==> config.mk <==
export PLATFORM = sky130hd
export DESIGN_NAME = sbc_top
export DESIGN_NICKNAME = d
export VERILOG_FILES = /design/src/inc/sbc_pkg.sv /design/src/inc/sbc_ctl_if.sv /design/src/hdl/sbc_blank_timer.sv /design/src/hdl/sbc_top.sv /design/src/hdl/sbc_volt_lut.sv
export VERILOG_INCLUDE_DIRS = /design/src /design/src/inc
export SDC_FILE = /design/constraint.sdc
export NUM_CORES = 1
export LEC_CHECK = 0
export BUFFER_PORTS_ARGS = -buffer_cell sky130_fd_sc_hd__buf_2
export CORE_UTILIZATION = 62
export CTS_CLUSTER_SIZE = 25
export DETAILED_ROUTE_END_ITERATION = 8
export GPL_TIMING_DRIVEN = 0
export PLACE_DENSITY = 0.92
export SKIP_CTS_REPAIR_TIMING = 1
export SLEW_MARGIN = 5
export SYNTH_ARGS = -nofsm -noshare
export SYNTH_HDL_FRONTEND = slang
export SYNTH_SLANG_ARGS = --single-unit
==> constraint.sdc <==
create_clock -name REF_CLK_IN -period 8.1 [get_ports REF_CLK_IN]
set_input_delay 1.215 -clock REF_CLK_IN [delete_from_list [all_inputs] [get_ports REF_CLK_IN]]
set_output_delay 1.215 -clock REF_CLK_IN [all_outputs]
set_load 0.01 [all_outputs]
==> src/inc/sbc_consts.svh <==
`ifndef SBC_CONSTS_SVH
`define SBC_CONSTS_SVH

// register sub-addresses
`define SBC_ADDR_SW_CFG   8'h15
`define SBC_ADDR_BUCK1    8'h16

// reset values and writable masks
`define SBC_SW_CFG_RST    8'h00
`define SBC_SW_CFG_MASK   8'h3f
`define SBC_BUCK1_RST     8'h99
`define SBC_BUCK1_MASK    8'hbf
`define SBC_VCODE_RST     6'h19

// field positions
`define SBC_BIT_PFM       7
`define SBC_OFF_HI        5
`define SBC_OFF_LO        3
`define SBC_DCH_HI        2
`define SBC_DCH_LO        0
`define SBC_VCODE_HI      5

// voltage code to millivolt mapping
`define SBC_MV_BASE       11'h352
`define SBC_MV_STEP_FINE  11'h00a
`define SBC_VCODE_KNEE    6'h32
`define SBC_MV_KNEE       11'h546
`define SBC_MV_STEP_WIDE  11'h019
`define SBC_MV_RST        11'h44c

// supervisor blanking after a buck write
`define SBC_BLANK_MS      5
`define SBC_CLK_MHZ       250
`define SBC_BLANK_CYCLES  (`SBC_BLANK_MS * 1000 * `SBC_CLK_MHZ)
`define SBC_BLANK_CNT_W   21

`endif

==> src/inc/sbc_pkg.sv <==
package sbc_pkg;
  typedef logic [7:0]  sbc_byte_t;
  typedef logic [5:0]  sbc_vcode_t;
  typedef logic [10:0] sbc_mv_t;
  typedef logic [2:0]  sbc_sw_t;
endpackage
==> src/inc/sbc_ctl_if.sv <==
`timescale 1ns/1ps
`default_nettype none
// links the register core with the blank timer and voltage lookup
interface sbc_ctl_if;
  import sbc_pkg::*;
  logic       ce;
  logic       start;
  logic       blank;
  sbc_vcode_t code;
  sbc_mv_t    mv;
  modport core  (output ce, output start, output code, input blank, input mv);
  modport timer (input ce, input start, output blank);
  modport lut   (input code, output mv);
endinterface
`default_nettype wire

==> src/hdl/sbc_blank_timer.sv <==
`timescale 1ns/1ps
`default_nettype none
`include "sbc_consts.svh"
// holds supervisor blanking for a fixed count after each start
module sbc_blank_timer #(
  parameter int unsigned BLANK_CYCLES = `SBC_BLANK_CYCLES
) (
  input  wire logic   clk_in,
  input  wire logic   rst_in,
  sbc_ctl_if.timer    ctl
);
  import sbc_pkg::*;
  logic [`SBC_BLANK_CNT_W-1:0] cnt_reg;
  logic                        blank_reg;
  logic [`SBC_BLANK_CNT_W-1:0] cnt_load;

  assign cnt_load  = `SBC_BLANK_CNT_W'(BLANK_CYCLES - 1);
  assign ctl.blank = blank_reg;

  // a new start retriggers the full interval
  always_ff @(posedge clk_in) begin
    if (rst_in) begin
      cnt_reg   <= '0;
      blank_reg <= 1'b0;
    end else if (ctl.ce) begin
      if (ctl.start) begin
        cnt_reg   <= cnt_load;  // RULE11
        blank_reg <= 1'b1;  // RULE11
      end else if (cnt_reg != '0) begin
        cnt_reg   <= cnt_reg - 1'b1;
      end else begin
        blank_reg <= 1'b0;
      end
    end
  end
endmodule
`default_nettype wire

==> src/hdl/sbc_top.sv <==
// Contract
// RULE1 - protected registers written only while unlocked
// RULE2 - switch config at 0x15, resets zero
// RULE3 - bit5 set: power fail turns switch three off
// RULE4 - bit4 set: power fail turns switch two off
// RULE5 - bit3 set: power fail turns switch one off
// RULE6 - bit clear: switch ignores power fail
// RULE7 - bit2: discharge switch three while off
// RULE8 - bit1: discharge switch two while off
// RULE9 - bit0: discharge switch one while off
// RULE10 - buck register at 0x16, resets 0x99
// RULE11 - buck write blanks supervision five milliseconds
// RULE12 - new voltage only after apply strobe
// RULE13 - bit7 selects pulse-skip, resets one
// RULE14 - bits5-0 voltage code, 0.85V plus 10mV
// RULE15 - above 32h, 25mV steps to 1.675V
`timescale 1ns/1ps
`default_nettype none
`include "sbc_consts.svh"
module sbc_top #(
  parameter int unsigned BLANK_CYCLES = `SBC_BLANK_CYCLES
) (
  input  wire logic             REF_CLK_IN,
  input  wire logic             RST_IN,
  input  wire logic             CE_IN,
  input  wire sbc_pkg::sbc_byte_t REG_ADDR_IN,
  input  wire logic             REG_WR_IN,
  input  wire sbc_pkg::sbc_byte_t REG_WDATA_IN,
  input  wire logic             REG_RD_IN,
  input  wire logic             PW_UNLOCK_IN,
  input  wire logic             APPLY_IN,
  input  wire logic             APPLY_NOSLEW_IN,
  input  wire logic             PFO_N_IN,
  input  wire sbc_pkg::sbc_sw_t LS_EN_IN,
  output logic [7:0]            REG_RDATA_OUT,
  output logic                  WR_REFUSED_OUT,
  output logic [2:0]            LS_ON_OUT,
  output logic [2:0]            LS_DISCHARGE_OUT,
  output logic                  PULSE_SKIP_OUT,
  output logic [5:0]            BUCK_VCODE_OUT,
  output logic [10:0]           BUCK_MV_OUT,
  output logic                  NO_SLEW_OUT,
  output logic                  SUPV_BLANK_OUT
);
  import sbc_pkg::*;

  // address match shared by read and write decode
  function automatic logic addr_hit(input sbc_byte_t a, input sbc_byte_t want);
    return a == want;
  endfunction

  sbc_ctl_if ctl ();

  // power-fail pin synchroniser
  logic      pfo_meta_reg;
  logic      pfo_sync_reg;
  logic      pfo_low;

  // register storage
  sbc_byte_t sw_cfg_reg;
  sbc_byte_t sw_cfg_next;
  sbc_byte_t buck_reg;
  sbc_byte_t buck_next;
  sbc_vcode_t vcode_reg;
  sbc_vcode_t vcode_next;
  logic      no_slew_reg;
  logic      no_slew_next;
  sbc_mv_t   mv_reg;
  sbc_byte_t rdata_reg;
  sbc_byte_t rdata_next;
  logic      refused_reg;

  // switch outputs
  sbc_sw_t   ls_on_reg;
  sbc_sw_t   ls_on_next;
  sbc_sw_t   dch_reg;
  sbc_sw_t   dch_next;

  // decode wires
  logic      hit_sw;
  logic      hit_buck;
  logic      wr_sw;
  logic      wr_buck;
  logic      wr_prot;
  logic      wr_sw_ok;
  logic      wr_buck_ok;
  logic      wr_locked;
  logic      apply;
  sbc_sw_t   pf_off_en;
  sbc_sw_t   dch_en;
  sbc_sw_t   pf_kill;

  // two flops before any logic sees the pin
  always_ff @(posedge REF_CLK_IN) begin
    if (RST_IN) begin
      pfo_meta_reg <= 1'b1;
      pfo_sync_reg <= 1'b1;
    end else if (CE_IN) begin
      pfo_meta_reg <= PFO_N_IN;
      pfo_sync_reg <= pfo_meta_reg;
    end
  end

  assign pfo_low = ~pfo_sync_reg;

  // address and write decode
  assign hit_sw     = addr_hit(REG_ADDR_IN, `SBC_ADDR_SW_CFG);  // RULE2
  assign hit_buck   = addr_hit(REG_ADDR_IN, `SBC_ADDR_BUCK1);  // RULE10
  assign wr_sw      = REG_WR_IN & hit_sw;
  assign wr_buck    = REG_WR_IN & hit_buck;
  assign wr_prot    = wr_sw | wr_buck;
  assign wr_sw_ok   = wr_sw & PW_UNLOCK_IN;  // RULE1
  assign wr_buck_ok = wr_buck & PW_UNLOCK_IN;  // RULE1
  assign wr_locked  = wr_prot & ~PW_UNLOCK_IN;  // RULE1

  // register next values, reserved bits forced low
  assign sw_cfg_next = wr_sw_ok ? (REG_WDATA_IN & `SBC_SW_CFG_MASK) : sw_cfg_reg;
  assign buck_next   = wr_buck_ok ? (REG_WDATA_IN & `SBC_BUCK1_MASK) : buck_reg;

  // applied voltage follows the stored code only on an apply strobe
  assign apply        = APPLY_IN | APPLY_NOSLEW_IN;
  assign vcode_next   = apply ? buck_reg[`SBC_VCODE_HI:0] : vcode_reg;  // RULE12
  assign no_slew_next = apply ? APPLY_NOSLEW_IN : no_slew_reg;
  assign ctl.code     = vcode_next;  // RULE14

  // load switch gating and discharge
  assign pf_off_en  = sw_cfg_reg[`SBC_OFF_HI:`SBC_OFF_LO];
  assign dch_en     = sw_cfg_reg[`SBC_DCH_HI:`SBC_DCH_LO];
  assign pf_kill    = pf_off_en & {3{pfo_low}};  // RULE3 RULE4 RULE5
  assign ls_on_next = LS_EN_IN & ~pf_kill;  // RULE6
  assign dch_next   = dch_en & ~ls_on_next;  // RULE7 RULE8 RULE9

  // read mux, unmapped reads return zero
  assign rdata_next = hit_sw   ? sw_cfg_reg :
                      hit_buck ? buck_reg   : 8'h00;

  // blank timer control
  assign ctl.ce    = CE_IN;
  assign ctl.start = wr_buck_ok;  // RULE11

  // configuration registers
  always_ff @(posedge REF_CLK_IN) begin
    if (RST_IN) begin
      sw_cfg_reg <= `SBC_SW_CFG_RST;  // RULE2
      buck_reg   <= `SBC_BUCK1_RST;  // RULE10 RULE13 RULE14
    end else if (CE_IN) begin
      sw_cfg_reg <= sw_cfg_next;
      buck_reg   <= buck_next;
    end
  end

  // applied voltage state
  always_ff @(posedge REF_CLK_IN) begin
    if (RST_IN) begin
      vcode_reg   <= `SBC_VCODE_RST;
      no_slew_reg <= 1'b0;
      mv_reg      <= `SBC_MV_RST;
    end else if (CE_IN) begin
      vcode_reg   <= vcode_next;  // RULE12
      no_slew_reg <= no_slew_next;
      mv_reg      <= ctl.mv;  // RULE15
    end
  end

  // switch state
  always_ff @(posedge REF_CLK_IN) begin
    if (RST_IN) begin
      ls_on_reg <= '0;
      dch_reg   <= '0;
    end else if (CE_IN) begin
      ls_on_reg <= ls_on_next;
      dch_reg   <= dch_next;
    end
  end

  // read data and refusal pulse
  always_ff @(posedge REF_CLK_IN) begin
    if (RST_IN) begin
      rdata_reg   <= 8'h00;
      refused_reg <= 1'b0;
    end else if (CE_IN) begin
      if (REG_RD_IN) begin
        rdata_reg <= rdata_next;
      end
      refused_reg <= wr_locked;  // RULE1
    end
  end

  sbc_blank_timer #(
    .BLANK_CYCLES (BLANK_CYCLES)
  ) u_blank (
    .clk_in (REF_CLK_IN),
    .rst_in (RST_IN),
    .ctl    (ctl)
  );

  sbc_volt_lut u_lut (
    .ctl (ctl)
  );

  // outputs straight from flops
  assign REG_RDATA_OUT    = rdata_reg;
  assign WR_REFUSED_OUT   = refused_reg;
  assign LS_ON_OUT        = ls_on_reg;
  assign LS_DISCHARGE_OUT = dch_reg;
  assign PULSE_SKIP_OUT   = buck_reg[`SBC_BIT_PFM];  // RULE13
  assign BUCK_VCODE_OUT   = vcode_reg;
  assign BUCK_MV_OUT      = mv_reg;
  assign NO_SLEW_OUT      = no_slew_reg;
  assign SUPV_BLANK_OUT   = ctl.blank;
endmodule
`default_nettype wire

==> src/hdl/sbc_volt_lut.sv <==
`timescale 1ns/1ps
`default_nettype none
`include "sbc_consts.svh"
// voltage code to millivolts, fine steps then wide steps
module sbc_volt_lut (
  sbc_ctl_if.lut ctl
);
  import sbc_pkg::*;
  sbc_mv_t mv_fine;
  sbc_mv_t mv_wide;
  sbc_mv_t code_w;
  sbc_mv_t knee_w;

  // both branches computed, knee selects
  assign code_w  = 11'(ctl.code);
  assign knee_w  = 11'(`SBC_VCODE_KNEE);
  assign mv_fine = `SBC_MV_BASE + code_w * `SBC_MV_STEP_FINE;  // RULE14
  assign mv_wide = `SBC_MV_KNEE + (code_w - knee_w) * `SBC_MV_STEP_WIDE;  // RULE15
  assign ctl.mv  = (ctl.code <= `SBC_VCODE_KNEE) ? mv_fine : mv_wide;
endmodule
`default_nettype wire

-- Word level (Yosys, flattened, before mapping)
Cells that the tools add are included.
- bits in registers: 70
- input bits: 28
- output and inout bits: 35
- word-level logic and storage cells: 53
- add/subtract/negate cells: 4
- multiply operators: 2
- order comparisons: 1
- equal/unequal tests: 3
- mux-type cells: 8
- bitwise logic cells: 14
- reduce and logical (&&, ||, !) cells: 8
- operators by type and width (kind ; count):
    2-to-1 mux 21 bit ; 2
    nonzero test 21 bit ; 1
    subtractor 21 x 1 -> 21 bit, second input constant ; 1
    == test 8 x 5 -> 1 bit, second input constant ; 2
    2-to-1 mux 8 bit ; 2
    AND reduction 2 bit ; 6
    adder 10 x 11 -> 11 bit, first input constant ; 1
    adder 11 bit, first input constant ; 1
    multiplier 11 x 5 -> 11 bit, second input constant ; 1
    2-to-1 mux 11 bit ; 1
    AND 3 bit ; 3
    multiplier 6 x 3 -> 9 bit, second input constant ; 1
    subtractor 6 x 6 -> 7 bit, second input constant ; 1
    less-or-equal comparator 6 bit, second input constant ; 1
    2-to-1 mux 6 bit ; 1
    NOT 3 bit ; 2
    AND 1 bit ; 5
    2-to-1 mux 1 bit ; 2
    != test 2 bit, second input constant ; 1
    NOT 1 bit ; 2
    OR 1 bit ; 2
    nonzero test 2 bit ; 1

-- Logic depth before layout (Yosys ltp)
Gate-level depths: netlist (run 1).
- word-level depth: 6
- depth in mapped cells: 19
- depth with buffers taken out: 18

-- Hierarchy
From an unflattened synthesis (run 1), not the netlist that was laid out.
- cell total of the unflattened synthesis: 501
- area total of the unflattened synthesis: 4490.6 um^2
- modules (own cells, without submodules) (module ; instances ; cells each ; area each (um^2) ; seq. area each (um^2)):
    sbc_top ; 1 ; 208 ; 2026.9 ; 940.9
    sbc_volt_lut ; 1 ; 152 ; 1252.5 ; 0.0
    sbc_blank_timer ; 1 ; 141 ; 1211.2 ; 440.4

-- Least setup slack after synthesis (run 1)
Ideal clock, no wire load.
- kind: input port to flip-flop
- start point: in APPLY_NOSLEW_IN
- end point: reg mv_reg[10], in the netlist BUCK_MV_OUT[10]
- setup time: 74 ps
- arrival time: 4749 ps
- required time: 8026 ps
- setup slack: 3277 ps
- cell stages on the path: 17
- path buffers: 3
- cells stage by stage: buf_6 > or2_1 > buf_6 > buf_2 > mux2i_1 > inv_1 > ha_1 > ha_1 > ha_1 > ha_1 > a21o_1 > a21oi_1 > o22ai_1 > o41a_1 > o21ai_1 > or3b_1 > a31oi_1
- cells in the longest elaborated chain, start to end: 6
- ends and longest elaborated chain (what ; RTL line ; text):
    from (decl) ; sbc_top.sv:32 ; input wire logic APPLY_NOSLEW_IN,
    OR 1 bit (*) ; sbc_top.sv:121 ; assign apply = APPLY_IN | APPLY_NOSLEW_IN;
    2-to-1 mux 6 bit (*) ; sbc_top.sv:122 ; assign vcode_next = apply ? buck_reg[`SBC_VCODE_HI:0] : vcode_reg;
    via ctl.code[0] ; sbc_ctl_if.sv:9 ; sbc_vcode_t code;
    subtractor 6 x 6 -> 7 bit ; sbc_volt_lut.sv:18 ; assign mv_wide = `SBC_MV_KNEE + (code_w - knee_w) * `SBC_MV_STEP_WIDE;
    multiplier 11 x 5 -> 11 bit (no source line) ; n/a ;
    adder 11 bit (no source line) ; n/a ;
    2-to-1 mux 11 bit (*) ; sbc_volt_lut.sv:19 ; assign ctl.mv = (ctl.code <= `SBC_VCODE_KNEE) ? mv_fine : mv_wide;
    to (signal assigned) ; sbc_top.sv:157 ; mv_reg <= `SBC_MV_RST;
    to (signal assigned) ; sbc_top.sv:161 ; mv_reg <= ctl.mv;
    to (decl) ; sbc_top.sv:68 ; sbc_mv_t mv_reg;
The timed path passes the listed nets; every way through them passes the cells marked *.
A chain may end at the register's enable or synchronous reset.

-- Worst setup path after layout (run 1)
Same ends and word-level chain as after synthesis.

==> impl_metrics.py, run 1 <==
metrics = {
    "status": {
        "status": "complete, but fails checks",
        "violations": "DRC",
    },
    "sta": {
        "period_needed_ns": 5.077,
        "rsz0062_at_grt": "no",
        "worst-slew-pin-transition_ns": 0.6914,
        "fin_tns_setup_ns": 0,
        "slew_viol_final": 0,
        "max_clock_freq_mhz": 197.0,
        "setup_viol": 0,
        "fin_crit_sh": 0.6268,
        "maxSlewHeadroom": 0.5381,
        "skew_ns": 0.01049,
        "hold_viol": 0,
    },
    "logic_synthesis": {
        "synth-seq-cells": 69,
        "synth_area_per_cell_um2": 8.478,
        "yosysMostFrequentCell": "dfxtp_1",
        "synth_ff_type": "dfxtp_1",
        "ys_seq_area_frac": 0.3265,
        "synthCells": 499,
        "synth_area_leader_cell": "dfxtp_1",
        "async_flop_share": 0,
        "synth-warning-count": 0,
        "synth_top_area_share": 0.3265,
        "syn_nets": 557,
        "synth_area_um2": 4230,
        "synth_cell_type_count": 70,
        "synth_common_cells": "dfxtp_1, nor2_1, a21oi_1, nand2_1, inv_1",
        "synth-edff-count": 0,
        "ys_top_cells_by_area": "dfxtp_1, ha_1, a21oi_1, nor2_1, xnor2_1",
    },
    "global_routing": {
        "antenna_found_initial": 0,
        "grt_overflow": 0,
        "grt_pass1_vias": 4103,
        "grt_max_degree": 14,
        "grt_pass1_wl_mm": 19.15,
        "track_usage": 0.3390,
    },
    "placed_design": {
        "place_congestion": 0.8444,
        "place_area_um2": 4617,
        "io_buffers": 58,
        "dpl.hpwl_mm": 8.285,
    },
    "critical_path": {
        "crit_type": "in2reg",
        "cp-start-kind": "input pin",
        "arrival_ns": 5.36,
        "crit_required_ns": 8.38,
        "crit_fanout": 10,
        "endpoint_kind": "flop",
    },
    "cells_and_area": {
        "nFillCells": 436,
        "nets": 626,
        "multi_input_area_um2": 2614,
        "diodes": 0,
        "largest_reg_flops": 21,
        "ff_latch_area_um2": 1381,
        "stdcell_area_um2": 4838,
        "drive_gt1_frac": 0.1728,
        "area_delta_synth_final_pct": 14.37,
    },
    "floorplanning": {
        "placementRows": 29,
        "die_y_um": 84.60,
        "die-area_um2": 7157,
        "core_area_um2": 6459,
        "io-pin-count": 63,
        "initial_core_util": 0.6550,
        "die_w_um": 84.60,
    },
    "routing": {
        "postRouteWirelength_mm": 11.87,
        "wire_per_inst_um": 18.26,
        "drt_pre_antenna_iters": 9,
        "ant_nets": 0,
        "via_per_inst": 6.391,
        "vias": 4154,
        "drt-initial-drc-count": 446,
        "drc_errors": 1,
    },
    "clock_tree": {
        "cts_made_buffers": 9,
        "cts-root-buf": "clkbuf_8",
        "ctsLongestPathBuffers": 2,
        "cts_tree": "built",
        "clkTransAtPathRegs_ns": 0.08,
        "worstSkewPairLatency_ns": 0.35,
        "cts_sinks": 69,
        "cts_htree_levels": 3,
    },
    "flow_run": {
        "cap_violations": 0,
    },
    "power_and_ir_drop": {
        "powerDensity_nw_per_um2": 227.3,
        "ir_drop_uv": 344.7,
        "p_leak_uw": 0.002159,
    },
    "min_path": {
        "hp-class": "reg2reg",
    },
}
[cells in the final DEF, fill, tap and decap left out, types with 9 or more instances in the layout]
cell      netlist  layout
nor2_1         56      56
o21ai_0        13      13
xor2_1         13      13
inv_1          31      31
ha_1           27      27
a211oi_1       10      10
clkbuf_8        0       9
nand2_1        41      41
nor3_1         12      12
mux2i_1        15      15
a21oi_1        42      42
dfxtp_1        69      69
clkbuf_1       14      14
nand3_1         9       9
xnor2_1        18      18
buf_2           2      60
[worst max-delay path, stage by stage]
cell and delay (ns):
buf_6 0.13, or2_1 0.24, buf_6 0.14, buf_2 0.19, mux2i_1 0.36, inv_1 0.17
ha_1 0.33, ha_1 0.28, ha_1 0.31, ha_1 0.31, a21o_1 0.20, a21oi_1 0.28
o22ai_1 0.17, o41a_1 0.39, o21ai_1 0.09, or3b_1 0.38, a31oi_1 0.18
[layer usage]
metal	track usage	wire length [um]
met5	0	0
met4	0.1217	311
met3	0.08358	988
met2	0.5846	5754
met1	0.4109	4813
[stage by stage]
stage                     total power [uW]  hold WS, ns  worst slack (ns)  std cells  utilization
final                                 1100       0.4597             3.023        650       0.7491
after global routing                  1158       0.4846             2.904        650       0.7491
after CTS                             1090       0.4583             3.158        650       0.7491
after detailed placement             782.0       0.4459             2.822        634       0.7148
after global placement               766.7       0.4356             2.937        634       0.7148
after floorplan                      710.2       0.4314             3.277        499            -
[cell type report]
class	count	area share
Buffer	23	0.02379
Clock buffer	9	0.02560
Clock inverter	7	0.02017
Inverter	32	0.02483
Multi-Input combinational cell	375	0.5402
Sequential cell	69	0.2855
Tap cell	77	0.01991
Timing Repair Buffer	58	0.05999
[report_power, final]
group | switching [uW] | internal, uW | total (uW)
registers | 45.1 | 385 | 430
logic | 205 | 154 | 359
clock network | 137 | 174 | 311
total | 387 | 713 | 1100
[worst paths after layout]
path / from / to / slack [ns] / cells past startpoint
worst max-delay path: APPLY_NOSLEW_IN / BUCK_MV_OUT[10] / 3.02 / 17
worst min-delay path: LS_DISCHARGE_OUT[0] / LS_DISCHARGE_OUT[0] / 0.46 / 2
worst max register to register: BUCK_VCODE_OUT[1] / BUCK_MV_OUT[10] / 3.79 / 17
worst min register to register: LS_DISCHARGE_OUT[0] / LS_DISCHARGE_OUT[0] / 0.46 / 2
[cells by family after synthesis]
logic type | share of synthesized area
AOI/OAI and AO/OA | 0.1908
xor gates and xnor gates | 0.06951
adders and majority gates | 0.09642
buffers and inverters | 0.05560
DFF | 0.3265
muxes | 0.04821
other | 0.0008865
and+or+nand+nor | 0.2121
(Power assumes the default switching activity.)
==> inputs of run 2 (changes only) <==
--- a/config.mk
+++ b/config.mk
@@ -6,12 +6,13 @@
 export SDC_FILE = /design/constraint.sdc
 export NUM_CORES = 1
 export LEC_CHECK = 0
+export ABC_AREA = 1
 export BUFFER_PORTS_ARGS = -buffer_cell sky130_fd_sc_hd__buf_2
-export CORE_UTILIZATION = 62
+export CORE_UTILIZATION = 52
 export CTS_CLUSTER_SIZE = 25
 export DETAILED_ROUTE_END_ITERATION = 8
 export GPL_TIMING_DRIVEN = 0
-export PLACE_DENSITY = 0.92
+export PLACE_DENSITY = 0.82
 export SKIP_CTS_REPAIR_TIMING = 1
 export SLEW_MARGIN = 5
 export SYNTH_ARGS = -nofsm -noshare
==> constraint.sdc (replaced) <==
create_clock -name REF_CLK_IN -period 4.35 [get_ports REF_CLK_IN]
set_input_delay 0.6525 -clock REF_CLK_IN [delete_from_list [all_inputs] [get_ports REF_CLK_IN]]
set_output_delay 0.6525 -clock REF_CLK_IN [all_outputs]
set_load 0.01 [all_outputs]
==> run 2 against run 1 <==
  * The flow now finishes without violations
  * Core utilization down 14 points
  * Final cell count grew 28%
  * Clock power is 52% higher
  * Combinational power grew to 3.6 times the previous value
  * Sequential share of layout area is 1.2 points lower
  * Die area rose by 25%
  * Total power up 130%
  * Setup slack got worse by 2.5 ns
  * Clock-buffer cell count increased by 1
  * Synthesized area up 5.1%
  * Sequential power rose by 87%
==> impl_metrics.py, run 2 <==
metrics = {
    "status": {
        "status": "finished, final reports clean",
    },
    "logic_synthesis": {
        "synth_area_um2": 4444,
        "synth_area_per_cell_um2": 6.796,
        "async_flop_share": 0,
        "synth_ff_type": "dfxtp_1",
        "synth_top_area_share": 0.3108,
        "synth_area_leader_cell": "dfxtp_1",
        "synth_common_cells": "nand2_1, nor2_1, dfxtp_1, inv_1, a21oi_1",
        "ys_top_cells_by_area": "dfxtp_1, nand2_1, ha_1, nor2_1, inv_1",
        "synth-edff-count": 0,
        "synth-seq-cells": 69,
        "yosysMostFrequentCell": "nand2_1",
        "syn_nets": 712,
        "synthCells": 654,
        "synth-warning-count": 0,
        "ys_seq_area_frac": 0.3108,
        "synth_cell_type_count": 43,
    },
    "global_routing": {
        "grt_overflow": 0,
        "grt_pass1_wl_mm": 19.57,
        "track_usage": 0.2778,
        "grt_max_degree": 14,
        "grt_pass1_vias": 4338,
        "antenna_found_initial": 0,
    },
    "floorplanning": {
        "initial_core_util": 0.5382,
        "placementRows": 33,
        "die_y_um": 94.45,
        "core_area_um2": 8258,
        "die_w_um": 94.45,
        "io-pin-count": 63,
        "die-area_um2": 8921,
    },
    "flow_run": {
        "cap_violations": 0,
    },
    "cells_and_area": {
        "largest_reg_flops": 21,
        "nFillCells": 784,
        "ff_latch_area_um2": 1381,
        "area_delta_synth_final_pct": 13.60,
        "final_cell_mix": "nand2_1, nor2_1, dfxtp_1, inv_1, buf_2",
        "final_common_cell": "nand2_1",
        "multi_input_area_um2": 2648,
        "stdcell_area_um2": 5049,
        "drive_gt1_frac": 0.1646,
        "diodes": 0,
        "nets": 782,
    },
    "sta": {
        "fin_crit_sh": 0.8852,
        "hold_viol": 0,
        "worst-slew-pin-transition_ns": 0.5703,
        "fin_tns_setup_ns": 0,
        "setup_viol": 0,
        "rsz0062_at_grt": "no",
        "maxSlewHeadroom": 0.6198,
        "skew_ns": 0.01359,
        "max_clock_freq_mhz": 259.7,
        "period_needed_ns": 3.851,
        "slew_viol_final": 0,
        "setup_slack_ns": 0.4993,
    },
    "clock_tree": {
        "clkTransAtPathRegs_ns": 0.07,
        "cts_sinks": 69,
        "cts_htree_levels": 3,
        "cts_tree": "built",
        "ctsLongestPathBuffers": 2,
        "worstSkewPairLatency_ns": 0.35,
        "cts-root-buf": "clkbuf_8",
        "cts_made_buffers": 9,
    },
    "routing": {
        "drt_pre_antenna_iters": 5,
        "drt-initial-drc-count": 256,
        "ant_nets": 0,
        "wire_per_inst_um": 13.93,
        "vias": 4554,
        "drc_errors": 0,
        "via_per_inst": 5.460,
        "postRouteWirelength_mm": 11.62,
    },
    "power_and_ir_drop": {
        "p_leak_uw": 0.002536,
        "powerDensity_nw_per_um2": 510.6,
        "ir_drop_uv": 265.0,
        "p_sw_frac": 0.4401,
        "p_seq_frac": 0.313,
        "internal_power_uw": 1443,
        "p_comb_frac": 0.504,
        "clockPowerShare": 0.184,
        "switching_power_uw": 1134,
    },
    "critical_path": {
        "r2r_slack_ns": 0.66,
        "arrival_ns": 4.09,
        "reg2reg_from": "buck_reg[1]",
        "reg2reg_depth": 21,
        "r2r_end": "BUCK_MV_OUT[10]",
        "crit_required_ns": 4.59,
        "cp-start-kind": "input pin",
        "crit_fanout": 8,
        "endpoint_kind": "flop",
        "crit_type": "in2reg",
    },
    "min_path": {
        "min_from": "BUCK_MV_OUT[3]",
        "hp-class": "reg2reg",
        "hold_end": "BUCK_MV_OUT[3]",
        "hold_path_depth": 2,
    },
    "placed_design": {
        "place_congestion": 0.9102,
        "dp_slack_ns": 0.2347,
        "io_buffers": 59,
        "place_area_um2": 4871,
        "dpl.hpwl_mm": 9.192,
    },
}
-- run 2: worst max path at each step --
stage | startpoint | endpoint | cells past startpoint
finish | APPLY_IN | BUCK_MV_OUT[10] | 24
global route | APPLY_IN | BUCK_MV_OUT[10] | 24
CTS | APPLY_IN | BUCK_MV_OUT[10] | 24
detailed placement | APPLY_IN | BUCK_MV_OUT[10] | 24
global placement | APPLY_IN | BUCK_MV_OUT[10] | 24
floorplan | APPLY_NOSLEW_IN | BUCK_MV_OUT[9] | 22
-- run 2: logic make-up (layout without fill, tap and decap cells) --
kind of cell	count (synthesis)	after routing	share of synthesized area
AND/OR/NAND/NOR	319	319	0.3207
AO/OA/AOI/OAI	116	116	0.1453
buffers and inverters	99	174	0.09347
flip-flops	69	69	0.3108
adder cells (fa/ha/maj)	30	30	0.08953
XOR/XNOR	20	20	0.03941
other	1	1	0.0008438
-- run 2: final cells by class --
cell class                 count  share of cell area
clock buffer                  10             0.02528
clock inverter                 6            0.009913
multi-input combinational    486              0.5244
timing repair buffer          59             0.05849
tap                          105             0.02602
sequential                    69              0.2736
inverter                      78             0.05799
buffer                        21             0.02429
-- run 2: worst max-delay path, stage by stage --
cell and delay (ns):
buf_2 0.13, inv_1 0.07, nand2_2 0.09, nand2_1 0.08, nand2_2 0.12, inv_2 0.16, nand3_4 0.11, nand2_1 0.12
inv_1 0.05, nor2_1 0.21, nand2_1 0.15, o21a_1 0.13, ha_1 0.32, xor2_1 0.17, ha_1 0.31, ha_1 0.34
a21oi_1 0.22, o21ai_0 0.11, a21oi_1 0.20, inv_1 0.06, nand3_1 0.08, nand3_1 0.09, nand2_1 0.07, nand2_1 0.04
-- run 2: power groups by stage --
stage	clock [uW]	combinational, uW	sequential [uW]
floorplan	0	1010	804
global placement	0	1240	811
detailed placement	0	1280	817
finish	473	1300	806
CTS	475	1290	803
global route	511	1480	818
-- run 2: routing by layer --
metal	share of wire	wire length (um)	vias up	track usage
li1	-	-	2268	-
met1	0.41	4820	2088	0.3363
met2	0.49	5649	169	0.4843
met3	0.074	864	29	0.04831
met4	0.024	283	0	0.1149
met5	0	0	-	0
-- run 2: metrics by stage --
step / hold slack [ns] / utilization / cells / total power (uW)
floorplan: 0.4292 / - / 654 / 1815
global placement: 0.4405 / 0.5898 / 818 / 2047
detailed placement: 0.4507 / 0.5898 / 818 / 2093
CTS: 0.4684 / 0.6114 / 834 / 2565
global route: 0.4878 / 0.6114 / 834 / 2810
finish: 0.4650 / 0.6114 / 834 / 2578
